**config.mk**
```make
export PLATFORM = sky130hd
export DESIGN_NAME = lnb_fault_status_regs
export DESIGN_NICKNAME = d
export VERILOG_FILES = /design/src/lfs_pkg.sv /design/src/lfs_cond_if.sv /design/src/lfs_cond_sync.sv /design/src/lfs_oc_timer.sv /design/src/lnb_fault_status_regs.sv
export SDC_FILE = /design/constraint.sdc
export NUM_CORES = 1
export LEC_CHECK = 0
export ABC_AREA = 1
export BUFFER_PORTS_ARGS = -buffer_cell sky130_fd_sc_hd__buf_2
export CAP_MARGIN = 30
export CORE_MARGIN = 5
export CORE_UTILIZATION = 37
export CTS_BUF_LIST = sky130_fd_sc_hd__clkbuf_2 sky130_fd_sc_hd__clkbuf_4 sky130_fd_sc_hd__clkbuf_8
export DETAILED_ROUTE_END_ITERATION = 8
export GPL_TIMING_DRIVEN = 0
export PLACE_DENSITY = 0.59
export REMOVE_ABC_BUFFERS = 1
export SLEW_MARGIN = 20
export SYNTH_ARGS = -nofsm -noshare
export SYNTH_HDL_FRONTEND = slang
export SYNTH_SLANG_ARGS = --single-unit
```
**constraint.sdc**
```tcl
create_clock -name clk -period 1.35 [get_ports clk]
set_input_delay 0.405 -clock clk [delete_from_list [all_inputs] [get_ports clk]]
set_output_delay 0.405 -clock clk [all_outputs]
set_load 0.005 [all_outputs]
```
**src/lfs_pkg.sv**
```systemverilog
`default_nettype none

package lfs_pkg;

  // ----------------------------------------------------------------
  // Status byte layout
  // ----------------------------------------------------------------
  localparam int STAT_W          = 8;
  localparam int OFF_BIT         = 0;
  localparam int OC_BIT          = 2;
  localparam int PNG_BIT         = 4;
  localparam int OT_BIT          = 6;
  localparam int UV_BIT          = 7;
  localparam int CABLE_BIT       = 0;
  localparam int TONE_BIT        = 2;

  // ----------------------------------------------------------------
  // Control byte layout
  // ----------------------------------------------------------------
  localparam int CTRL_SEL_HI     = 7;
  localparam int CTRL_SEL_LO     = 6;
  localparam logic [1:0] CTRL_SEL_MAIN = 2'h0;
  localparam logic [1:0] CTRL_SEL_AUX  = 2'h2;
  localparam int ON_CTRL_BIT     = 5;
  localparam int CABLE_TEST_BIT  = 2;

  // ----------------------------------------------------------------
  // Values after reset
  // ----------------------------------------------------------------
  localparam logic OFF_RST       = 1'h1;
  localparam logic PNG_RST       = 1'h1;
  localparam logic ON_CTRL_RST   = 1'h0;
  localparam logic [6:0] DEV_ADDR_DEF = 7'h0a;  // Arbitrary bus address

  // ----------------------------------------------------------------
  // Comparator inputs, one bit each
  // ----------------------------------------------------------------
  localparam int NCOND           = 8;
  localparam int C_OC            = 0;
  localparam int C_OT            = 1;
  localparam int C_UV            = 2;
  localparam int C_BELOW_85      = 3;
  localparam int C_WITHIN_90     = 4;
  localparam int C_TONE          = 5;
  localparam int C_ABOVE_21      = 6;
  localparam int C_BELOW_1995    = 7;

  // ----------------------------------------------------------------
  // Timing
  // ----------------------------------------------------------------
  localparam int CLK_MHZ         = 100;
  localparam int OC_TIME_MS      = 48;
  localparam int OC_CYCLES       = OC_TIME_MS * 1000 * CLK_MHZ;
  localparam int OC_CNT_W        = 23;

  typedef enum logic [2:0] {
    LFS_IDLE    = 3'h0,
    LFS_ADDR    = 3'h1,
    LFS_ADDR_AK = 3'h2,
    LFS_WR_DATA = 3'h3,
    LFS_WR_AK   = 3'h4,
    LFS_RD_DATA = 3'h5,
    LFS_RD_AK   = 3'h6
  } lfs_state_t;

endpackage : lfs_pkg

`default_nettype wire

```
**src/lfs_cond_if.sv**
```systemverilog
`timescale 1ns/1ps
`default_nettype none

interface lfs_cond_if;
  import lfs_pkg::*;
  logic [NCOND-1:0] cond;

  modport src (output cond);
  modport dst (input  cond);
endinterface : lfs_cond_if

`default_nettype wire

```
**src/lfs_cond_sync.sv**
```systemverilog
`timescale 1ns/1ps
`default_nettype none

module lfs_cond_sync
  import lfs_pkg::*;
(
  input  wire logic             clk,
  input  wire logic             reset,
  input  wire logic [NCOND-1:0] raw_cond,
  lfs_cond_if.src               sync_out
);

  // ----------------------------------------------------------------
  // Two flops per comparator; only stage two is ever looked at
  // ----------------------------------------------------------------
  genvar i;
  generate
    for (i = 0; i < NCOND; i++) begin : g_sync
      logic stage1;
      logic stage2;
      always_ff @(posedge clk) begin
        if (reset) begin
          stage1 <= 1'h0;
          stage2 <= 1'h0;
        end else begin
          stage1 <= raw_cond[i];
          stage2 <= stage1;
        end
      end
      assign sync_out.cond[i] = stage2;
    end
  endgenerate

endmodule : lfs_cond_sync

`default_nettype wire

```
**src/lfs_oc_timer.sv**
```systemverilog
`timescale 1ns/1ps
`default_nettype none

module lfs_oc_timer
  import lfs_pkg::*;
#(
  parameter logic [OC_CNT_W-1:0] LIMIT = OC_CNT_W'(OC_CYCLES)
) (
  input  wire logic clk,
  input  wire logic reset,
  input  wire logic arm,
  input  wire logic overcurrent,
  output var  logic expired
);

  // ----------------------------------------------------------------
  // Counts a continuous overcurrent; any gap restarts it
  // ----------------------------------------------------------------
  logic [OC_CNT_W-1:0] count;
  wire                 at_limit = (count >= LIMIT);

  always_ff @(posedge clk) begin
    if (reset || !arm || !overcurrent) begin
      count   <= '0;
      expired <= 1'h0;
    end else begin
      count   <= at_limit ? count : count + OC_CNT_W'(1);
      expired <= at_limit && !expired;
    end
  end

endmodule : lfs_oc_timer

`default_nettype wire

```
**src/lnb_fault_status_regs.sv**
```systemverilog
`timescale 1ns/1ps
`default_nettype none

module lnb_fault_status_regs
  import lfs_pkg::*;
#(
  parameter logic [6:0]          DEV_ADDR  = DEV_ADDR_DEF,
  parameter logic [OC_CNT_W-1:0] OC_LIMIT  = OC_CNT_W'(OC_CYCLES)
) (
  input  wire logic             clk,
  input  wire logic             reset,
  input  wire logic             scl_in,
  input  wire logic             sda_in,
  output var  logic             sda_out,
  output var  logic             sda_oe,
  input  wire logic [NCOND-1:0] raw_cond,
  input  wire logic             oc_timer_enable,
  output var  logic             output_on_ctrl,
  output var  logic             cable_test_ctrl,
  output var  logic             output_drive,
  output var  logic             fault_request,
  output var  logic             output_off_flag,
  output var  logic             overcurrent_flag,
  output var  logic             output_out_of_range_flag,
  output var  logic             overtemp_flag,
  output var  logic             supply_low_flag,
  output var  logic             cable_open_flag,
  output var  logic             tone_seen_flag
);

  // ----------------------------------------------------------------
  // Comparator synchronisers and overcurrent timer
  // ----------------------------------------------------------------
  lfs_cond_if cond_bus ();

  lfs_cond_sync u_sync (
    .clk      (clk),
    .reset    (reset),
    .raw_cond (raw_cond),
    .sync_out (cond_bus.src)
  );

  wire logic [NCOND-1:0] cond = cond_bus.cond;

  wire logic c_oc        = cond[C_OC];
  wire logic c_ot        = cond[C_OT];
  wire logic c_uv        = cond[C_UV];
  wire logic c_below_85  = cond[C_BELOW_85];
  wire logic c_within_90 = cond[C_WITHIN_90];
  wire logic c_tone      = cond[C_TONE];
  wire logic c_above_21  = cond[C_ABOVE_21];
  wire logic c_below_lo  = cond[C_BELOW_1995];

  logic oc_expired;

  lfs_oc_timer #(
    .LIMIT (OC_LIMIT)
  ) u_oc_timer (
    .clk         (clk),
    .reset       (reset),
    .arm         (oc_timer_enable && output_drive),
    .overcurrent (c_oc),
    .expired     (oc_expired)
  );

  // ----------------------------------------------------------------
  // Bus line sampling and framing
  // ----------------------------------------------------------------
  logic scl_q;
  logic sda_q;

  always_ff @(posedge clk) begin
    if (reset) begin
      scl_q <= 1'h1;
      sda_q <= 1'h1;
    end else begin
      scl_q <= scl_in;
      sda_q <= sda_in;
    end
  end

  wire logic scl_rise = scl_in && !scl_q;
  wire logic scl_fall = !scl_in && scl_q;
  wire logic bus_start = scl_in && scl_q && sda_q && !sda_in;
  wire logic bus_stop  = scl_in && scl_q && !sda_q && sda_in;

  // ----------------------------------------------------------------
  // Status bytes
  // ----------------------------------------------------------------
  logic [STAT_W-1:0] status_primary;
  logic [STAT_W-1:0] status_secondary;

  always_comb begin
    status_primary            = '0;
    status_primary[OFF_BIT]   = output_off_flag;
    status_primary[OC_BIT]    = overcurrent_flag;
    status_primary[PNG_BIT]   = output_out_of_range_flag;
    status_primary[OT_BIT]    = overtemp_flag;
    status_primary[UV_BIT]    = supply_low_flag;
    status_secondary           = '0;
    status_secondary[CABLE_BIT] = cable_open_flag;
    status_secondary[TONE_BIT]  = tone_seen_flag;
  end

  // ----------------------------------------------------------------
  // Serial slave
  // ----------------------------------------------------------------
  lfs_state_t        state;
  logic [2:0]        bit_cnt;
  logic              got8;
  logic [7:0]        shift;
  logic              is_read;
  logic              sel_second;
  logic              wrote;
  logic              read_tick;
  logic              master_ack;

  wire logic         addr_match = (shift[7:1] == DEV_ADDR);
  wire logic [7:0]   next_tx    = sel_second ? status_secondary : status_primary;
  wire logic [1:0]   ctrl_sel   = shift[CTRL_SEL_HI:CTRL_SEL_LO];
  wire logic         wr_apply   = (state == LFS_WR_DATA) && scl_fall && got8;
  wire logic         end_write  = bus_stop && wrote;

  always_ff @(posedge clk) begin
    if (reset) begin
      state      <= LFS_IDLE;
      bit_cnt    <= 3'h0;
      got8       <= 1'h0;
      shift      <= 8'h00;
      is_read    <= 1'h0;
      sel_second <= 1'h0;
      wrote      <= 1'h0;
      read_tick  <= 1'h0;
      master_ack <= 1'h0;
      sda_oe     <= 1'h0;
      sda_out    <= 1'h0;
    end else begin
      read_tick <= 1'h0;
      sda_out   <= 1'h0;
      if (bus_start) begin
        state      <= LFS_ADDR;
        bit_cnt    <= 3'h0;
        got8       <= 1'h0;
        sel_second <= 1'h0;
        wrote      <= 1'h0;
        sda_oe     <= 1'h0;
      end else if (bus_stop) begin
        state  <= LFS_IDLE;
        wrote  <= 1'h0;
        sda_oe <= 1'h0;
      end else begin
        unique case (state)
          LFS_IDLE: begin
            sda_oe <= 1'h0;
          end
          LFS_ADDR, LFS_WR_DATA: begin
            if (scl_rise) begin
              shift   <= {shift[6:0], sda_in};
              bit_cnt <= bit_cnt + 3'h1;
              got8    <= (bit_cnt == 3'h7);
            end else if (scl_fall && got8) begin
              got8 <= 1'h0;
              if (state == LFS_WR_DATA) begin
                wrote  <= 1'h1;
                sda_oe <= 1'h1;
                state  <= LFS_WR_AK;
              end else if (addr_match) begin
                is_read <= shift[0];
                sda_oe  <= 1'h1;
                state   <= LFS_ADDR_AK;
              end else begin
                state <= LFS_IDLE;
              end
            end
          end
          LFS_ADDR_AK, LFS_WR_AK: begin
            if (scl_fall) begin
              bit_cnt <= 3'h0;
              if (state == LFS_ADDR_AK && is_read) begin
                shift  <= next_tx;
                sda_oe <= !next_tx[7];
                state  <= LFS_RD_DATA;
              end else begin
                sda_oe <= 1'h0;
                state  <= LFS_WR_DATA;
              end
            end
          end
          LFS_RD_DATA: begin
            if (scl_fall) begin
              bit_cnt <= bit_cnt + 3'h1;
              shift   <= {shift[6:0], 1'h0};
              if (bit_cnt == 3'h7) begin
                sda_oe <= 1'h0;
                state  <= LFS_RD_AK;
              end else begin
                sda_oe <= !shift[6];
              end
            end
          end
          LFS_RD_AK: begin
            if (scl_rise) begin
              // Ninth clock: flags resample and the pointer moves on
              read_tick  <= 1'h1;
              master_ack <= !sda_in;
              sel_second <= !sel_second;
            end else if (scl_fall) begin
              bit_cnt <= 3'h0;
              if (master_ack) begin
                shift  <= next_tx;
                sda_oe <= !next_tx[7];
                state  <= LFS_RD_DATA;
              end else begin
                state <= LFS_IDLE;
              end
            end
          end
          default: begin
            state <= LFS_IDLE;
          end
        endcase
      end
    end
  end

  // ----------------------------------------------------------------
  // Control bits written by the master
  // ----------------------------------------------------------------
  // A shutdown fault drops the enable, so a fresh write is needed to
  // restart; a fault in the same cycle as a write wins.
  wire logic fault_trip = oc_expired || c_ot || c_uv;

  always_ff @(posedge clk) begin
    if (reset) begin
      output_on_ctrl  <= ON_CTRL_RST;
      cable_test_ctrl <= 1'h0;
    end else begin
      if (fault_trip) begin
        output_on_ctrl <= 1'h0;
      end else if (wr_apply && ctrl_sel == CTRL_SEL_MAIN) begin
        output_on_ctrl <= shift[ON_CTRL_BIT];
      end
      if (wr_apply && ctrl_sel == CTRL_SEL_AUX) begin
        cable_test_ctrl <= shift[CABLE_TEST_BIT];
      end
    end
  end

  // ----------------------------------------------------------------
  // Latched flags
  // ----------------------------------------------------------------
  always_ff @(posedge clk) begin
    if (reset) begin
      output_off_flag  <= OFF_RST;
      overcurrent_flag <= 1'h0;
      overtemp_flag    <= 1'h0;
      supply_low_flag  <= 1'h0;
      output_drive     <= 1'h0;
      fault_request    <= 1'h0;
    end else begin
      if (!oc_timer_enable) begin
        overcurrent_flag <= c_oc;
      end else if (oc_expired) begin
        overcurrent_flag <= 1'h1;
      end else if (read_tick) begin
        overcurrent_flag <= 1'h0;
      end
      // Set beats the read-time clear, so a live fault stays visible
      if (c_ot) begin
        overtemp_flag <= 1'h1;
      end else if (read_tick) begin
        overtemp_flag <= 1'h0;
      end
      if (c_uv) begin
        supply_low_flag <= 1'h1;
      end else if (read_tick) begin
        supply_low_flag <= 1'h0;
      end
      if (fault_trip || !output_on_ctrl) begin
        output_off_flag <= 1'h1;
      end else if (end_write) begin
        output_off_flag <= 1'h0;
      end
      output_drive  <= output_on_ctrl && !output_off_flag && !fault_trip;
      // The off flag is left out on purpose: it may be intentional
      fault_request <= overcurrent_flag || overtemp_flag || supply_low_flag;
    end
  end

  // ----------------------------------------------------------------
  // Live flags
  // ----------------------------------------------------------------
  always_ff @(posedge clk) begin
    if (reset) begin
      output_out_of_range_flag <= PNG_RST;
      cable_open_flag          <= 1'h0;
      tone_seen_flag           <= 1'h0;
    end else begin
      if (!output_drive) begin
        output_out_of_range_flag <= 1'h1;
      end else if (c_below_85) begin
        output_out_of_range_flag <= 1'h1;
      end else if (c_within_90) begin
        output_out_of_range_flag <= 1'h0;
      end
      if (!cable_test_ctrl) begin
        cable_open_flag <= 1'h0;
      end else if (c_above_21) begin
        cable_open_flag <= 1'h1;
      end else if (c_below_lo) begin
        cable_open_flag <= 1'h0;
      end
      tone_seen_flag <= c_tone;
    end
  end

endmodule : lnb_fault_status_regs

`default_nettype wire

```
-- Word-level counts from Yosys, hierarchy flattened
Cells that the tools add are included.
Widths: inputs -> output; s select.
- memories: 0
- ROM bits: 0
- RAM bits: 0
- register bits: 74
- latch bits: 0
- output and inout bits: 13
- input bits: 13
- logic and storage cells: 197
- order comparisons: 1
- add/subtract/negate cells: 2
- divide/modulo/power cells: 0
- muxes and demuxes: 50
- shift operators: 0
- bitwise operators: 8
- multipliers: 0
- reduce and logical (&&, ||, !) cells: 65
- equality and inequality tests: 29
- operators by type and width (kind ; number):
    $mux 8 ; 8
    $mux 3 ; 14
    $pmux 8 s4 ; 1
    $ne 4x4->1 const B ; 7
    $add 23x1->23 const B ; 1
    $ge 23x23->1 const B ; 1
    $mux 1 ; 23
    $ne 2x2->1 const B ; 10
    $logic_and 1x1->1 ; 18
    $reduce_and 8->1 ; 2
    $pmux 3 s5 ; 1
    $logic_not 1->1 ; 13
    $eq 3x3->1 const B ; 4
    $pmux 3 s4 ; 1
    $reduce_or 2->1 ; 6
    $reduce_and 10->1 ; 1
    $reduce_and 9->1 ; 1
    $not 1->1 ; 8
    $reduce_and 4->1 ; 2
    $reduce_bool 2->1 ; 4
    $eq 7x4->1 const B ; 1
    $logic_or 1x1->1 ; 7
    $reduce_and 7->1 ; 1
    $eq 3x2->1 const B ; 2
    15 further kinds ; 18

-- Longest topological paths before layout
- depth after elaboration: 8
- depth in mapped cells: 11
- depth with buffers taken out: 10

-- Modules after synthesis
Synthesis repeated with hierarchy kept, for this count alone.
- cells, all modules: 575
- area, all modules: 3877.5 um2
- modules (own cells, without submodules) (module ; seq. area each (um2) ; times used ; cells an instance ; area an instance (um2)):
    lnb_fault_status_regs ; 680.7 ; 1 ; 280 ; 1843.0
    lfs_oc_timer ; 480.5 ; 1 ; 237 ; 1500.2
    lfs_cond_sync ; 320.3 ; 1 ; 58 ; 534.3

-- Worst setup path before layout
Ideal clock, no wire load.
- path type: reg2reg
- from: reg u_oc_timer.count[0]
- to: reg u_oc_timer.count[10]
- clock period less this slack: 1.412 ns
- cell stages (with the launch flop): 9
- buffers on the path: 0
- library setup time: 0.070 ns
- arrival time: 1.342 ns
- required time: 1.280 ns
- slack: -0.062 ns
- cells stage by stage: dfxtp_1 > ha_1 > nand3_1 > inv_1 > nand2_1 > nor2_1 > xor2_1 > nand2_1 > a21oi_1
- longest elaborated chain between the ends: 1
- elaborated cells between the ends (all ways): 2
- those cells by class: add/sub: 1; order compare: 1
- RTL lines (item ; RTL line ; source):
    from (decl) ; lfs_oc_timer.sv:19 ; logic [OC_CNT_W-1:0] count;
    from (signal assigned) ; lfs_oc_timer.sv:27 ; count <= at_limit ? count : count + OC_CNT_W'(1);
    $add 23x1->23 or $ge 23x23->1 (tied branches) ; lfs_oc_timer.sv:27, lfs_oc_timer.sv:20 ;
Several ways; a longest one is shown, not always the timed one.
A chain may end at the register's enable or synchronous reset.

-- Worst setup path in the final report
- from: reg u_oc_timer.count[16]
- to: reg u_oc_timer.count[0]
- longest elaborated chain between the ends: 1
- RTL lines (item ; RTL line ; source):
    $ge 23x23->1 ; lfs_oc_timer.sv:20 ; wire at_limit = (count >= LIMIT);
No other way between the ends.

==> impl_metrics.json <==
{
  "drv_slew": 0,
  "ys_types": 33,
  "regArea_um2": 1558,
  "wl_per_cell_um": 12.88,
  "synth_top_cell_by_area": "dfxtp_1",
  "ys_seq_area_share_pct": 39.66,
  "cts_tree": "built",
  "die_x_um": 110.5,
  "cts-htree-levels": 3,
  "pre_cts_slack_ps": -880.0,
  "period_share_pct": 103.5,
  "post-route-min-period_ps": 1397,
  "crit_type": "register to register",
  "path_buf_inv": 1,
  "crit_path_frequent_cell": "nand2_4",
  "ys_ff_latch": 74,
  "drc_errors": 0,
  "outcome": "finished, violations left",
  "fin_skew_ps": 12.92,
  "overflow": 0,
  "setup_ws_ps": -47.49,
  "via_per_inst": 4.734,
  "p_int_mw": 3.609,
  "cpMaxStageDelayCell": "dfxtp_4",
  "ant_nets": 0,
  "first_pass_iters": 5,
  "synth_edf_count": 0,
  "crit_fanout": 8,
  "fillers": 966,
  "cts.sinks": 74,
  "wl_um": 9722,
  "dr.first_iter.drc_count": 190,
  "grt_pass1_vias": 3167,
  "diodes": 0,
  "p_seq_share_pct": 44.1,
  "violations": "negative setup slack",
  "hold_buffers": 0,
  "gp_congestion": 0.8970,
  "vias": 3574,
  "chipHeight_um": 110.5,
  "initial_core_util_pct": 38.04,
  "cts_root_buf": "clkbuf_8",
  "avgSynthCellArea_um2": 6.587,
  "required_ps": 1590,
  "finalHoldViolations": 0,
  "fin_nets": 635,
  "synth_area_um2": 3735,
  "synthTopCellsByArea": "dfxtp_1 40%, nand2_1 16%, nor2_1 10%, inv_1 6.3%, a21oi_1 4.6%",
  "dieArea_um2": 12200,
  "dp_hpwl_um": 6151,
  "endpoint_kind": "register",
  "rsz0062_at_grt": "yes",
  "grt_pass1_wl_um": 14990,
  "slowest_delay_ps": 380,
  "ys_warn_count": 0,
  "powerDensity_nw_per_um2": 1154,
  "syn_inst": 567,
  "crit_family": "simple AND/OR/NAND/NOR gates",
  "clk_latency_ps": 350,
  "ys.flop_type": "dfxtp_1",
  "synth_top_cell_area_share_pct": 39.66,
  "path_cells": "nand2_1 > nand3_2 > nand2_4 > buf_4 > nand2_4 > o21ai_0 > a21oi_1",
  "swShare_pct": 35.41,
  "async_reset_ff_share_pct": 0,
  "dp_cells": 712,
  "clk_pin_slew_ps": 90,
  "fmax_ghz": 0.7156,
  "grt_max_degree": 25,
  "clkPwrFrac_pct": 27.1,
  "critPathLaunchType": "register",
  "antenna_found_initial": 0,
  "drv_cap": 0,
  "p_leak_nw": 1.999,
  "vdd_drop_max_v": 0.0008703,
  "grtUsageTotal_pct": 14.74,
  "port_buffers": 24,
  "worstHoldPathType": "input pin to register",
  "tritoncts.num_buffers": 9,
  "multi_input_area_um2": 2308,
  "p_switching_mw": 1.978,
  "ys_top_cells_by_count": "159 x nand2_1, 101 x nor2_1, 74 x dfxtp_1",
  "final-setup-viol-count": 18,
  "core_area_um2": 9819,
  "rows": 36,
  "drive_gt1_share_pct": 34.41,
  "cp.arrival_ps": 1640,
  "p_comb_share_pct": 28.8,
  "areaGrowthSynthToFinish_pct": 29.61,
  "synth_most_common_cell": "nand2_1",
  "ios": 26,
  "fin_setup_tns_ps": -440.5,
  "final_cells": 755,
  "cts_buffer_depth": 2
}
[cell type report]
type | count | share of cell area, %
Inverter | 74 | 6.410
Timing Repair Buffer | 48 | 6.410
Timing Repair inverter | 2 | 0.4135
Clock inverter | 6 | 0.9046
Multi-Input combinational cell | 409 | 47.69
Tap cell | 133 | 3.438
Clock buffer | 9 | 2.559
Sequential cell | 74 | 32.18
[layout by cell type (no fill, tap or decap), types with 4 or more instances in the layout]
| master | n |
|---|---|
| inv_2 | 12 |
| dfxtp_1 | 45 |
| buf_4 | 23 |
| a21oi_2 | 8 |
| nand2_1 | 133 |
| inv_1 | 54 |
| dfxtp_4 | 16 |
| clkinvlp_4 | 4 |
| dfxtp_2 | 13 |
| nor3_1 | 7 |
| nor2_4 | 12 |
| o21ai_1 | 6 |
| a21oi_1 | 26 |
| nor2_2 | 20 |
| xor2_1 | 6 |
| nand2_2 | 22 |
| clkbuf_8 | 9 |
| nand3_2 | 14 |
| inv_4 | 6 |
| nand3_1 | 19 |
| xnor2_1 | 4 |
| buf_2 | 23 |
| nand3_4 | 4 |
| nor2_1 | 79 |
| o21ai_0 | 15 |
| nand2_4 | 11 |
| nand4_1 | 6 |
[path summary, 6_finish.rpt]
kind                                              start                       to  slack [ps]  cells past startpoint
worst max register to register     u_oc_timer.count[16]      u_oc_timer.count[0]         -50                      7
worst max-delay path               u_oc_timer.count[16]      u_oc_timer.count[0]         -50                      7
worst min-delay path                        raw_cond[1]  u_sync.g_sync[1].stage1         260                      3
worst min register to register  u_sync.g_sync[2].stage1  u_sync.g_sync[2].stage2         400                      2
[timing repair]
action,in CTS,in global routing
gates resized for setup,75,100
endpoints found under the setup margin,44,44
setup buffers,17,9
gates cloned,2,2
pin swaps,19,28
[sequential cells by signal (all words and copies together) (netlist names), 3 cells and up]
register,flops
bit_cnt,3
shift,8
state,3
u_oc_timer.count,23
u_sync.g_sync.stage1,8
u_sync.g_sync.stage2,8
[stage by stage]
step / cell area, um2 / hold WS [ps] / total power [mW] / utilization (%)
after global routing: 4841 / 241.0 / 5.959 / 49.30
after CTS: 4458 / 243.1 / 5.481 / 45.40
after detailed placement: 3935 / 392.4 / 3.722 / 40.07
after floorplan: 3649 / 388.2 / 3.454 / -
final: 4841 / 260.9 / 5.588 / 49.30
after global placement: 3935 / 389.4 / 3.710 / 40.07
[per-layer routing]
layer	GRT usage, %	wire length [um]	up-vias
met5	0	0	-
met4	5.172	125	0
met3	2.954	489	14
met2	23.22	4557	91
met1	20.05	4550	1596
li1	-	-	1873
[logic make-up after synthesis]
group,synth area share [%]
flops,39.66
other cells,0.1004
xor+xnor,2.345
fa+ha+maj,1.340
compound gates,8.777
simple gates,37.96
buf+inv,9.816
[power by group through the flow]
stage | clock [mW] | sequential, mW | combinational (mW)
after floorplan | 0 | 2.45 | 1.00
after global placement | 0 | 2.48 | 1.23
after detailed placement | 0 | 2.48 | 1.24
after CTS | 1.56 | 2.47 | 1.45
after global routing | 1.67 | 2.48 | 1.81
final | 1.51 | 2.46 | 1.61
[tightest hold or removal path, stage by stage]
cell and delay (ps):
buf_2 90, inv_1 40, nor2_1 30
Note: power is estimated with default switching activity, not from simulation.
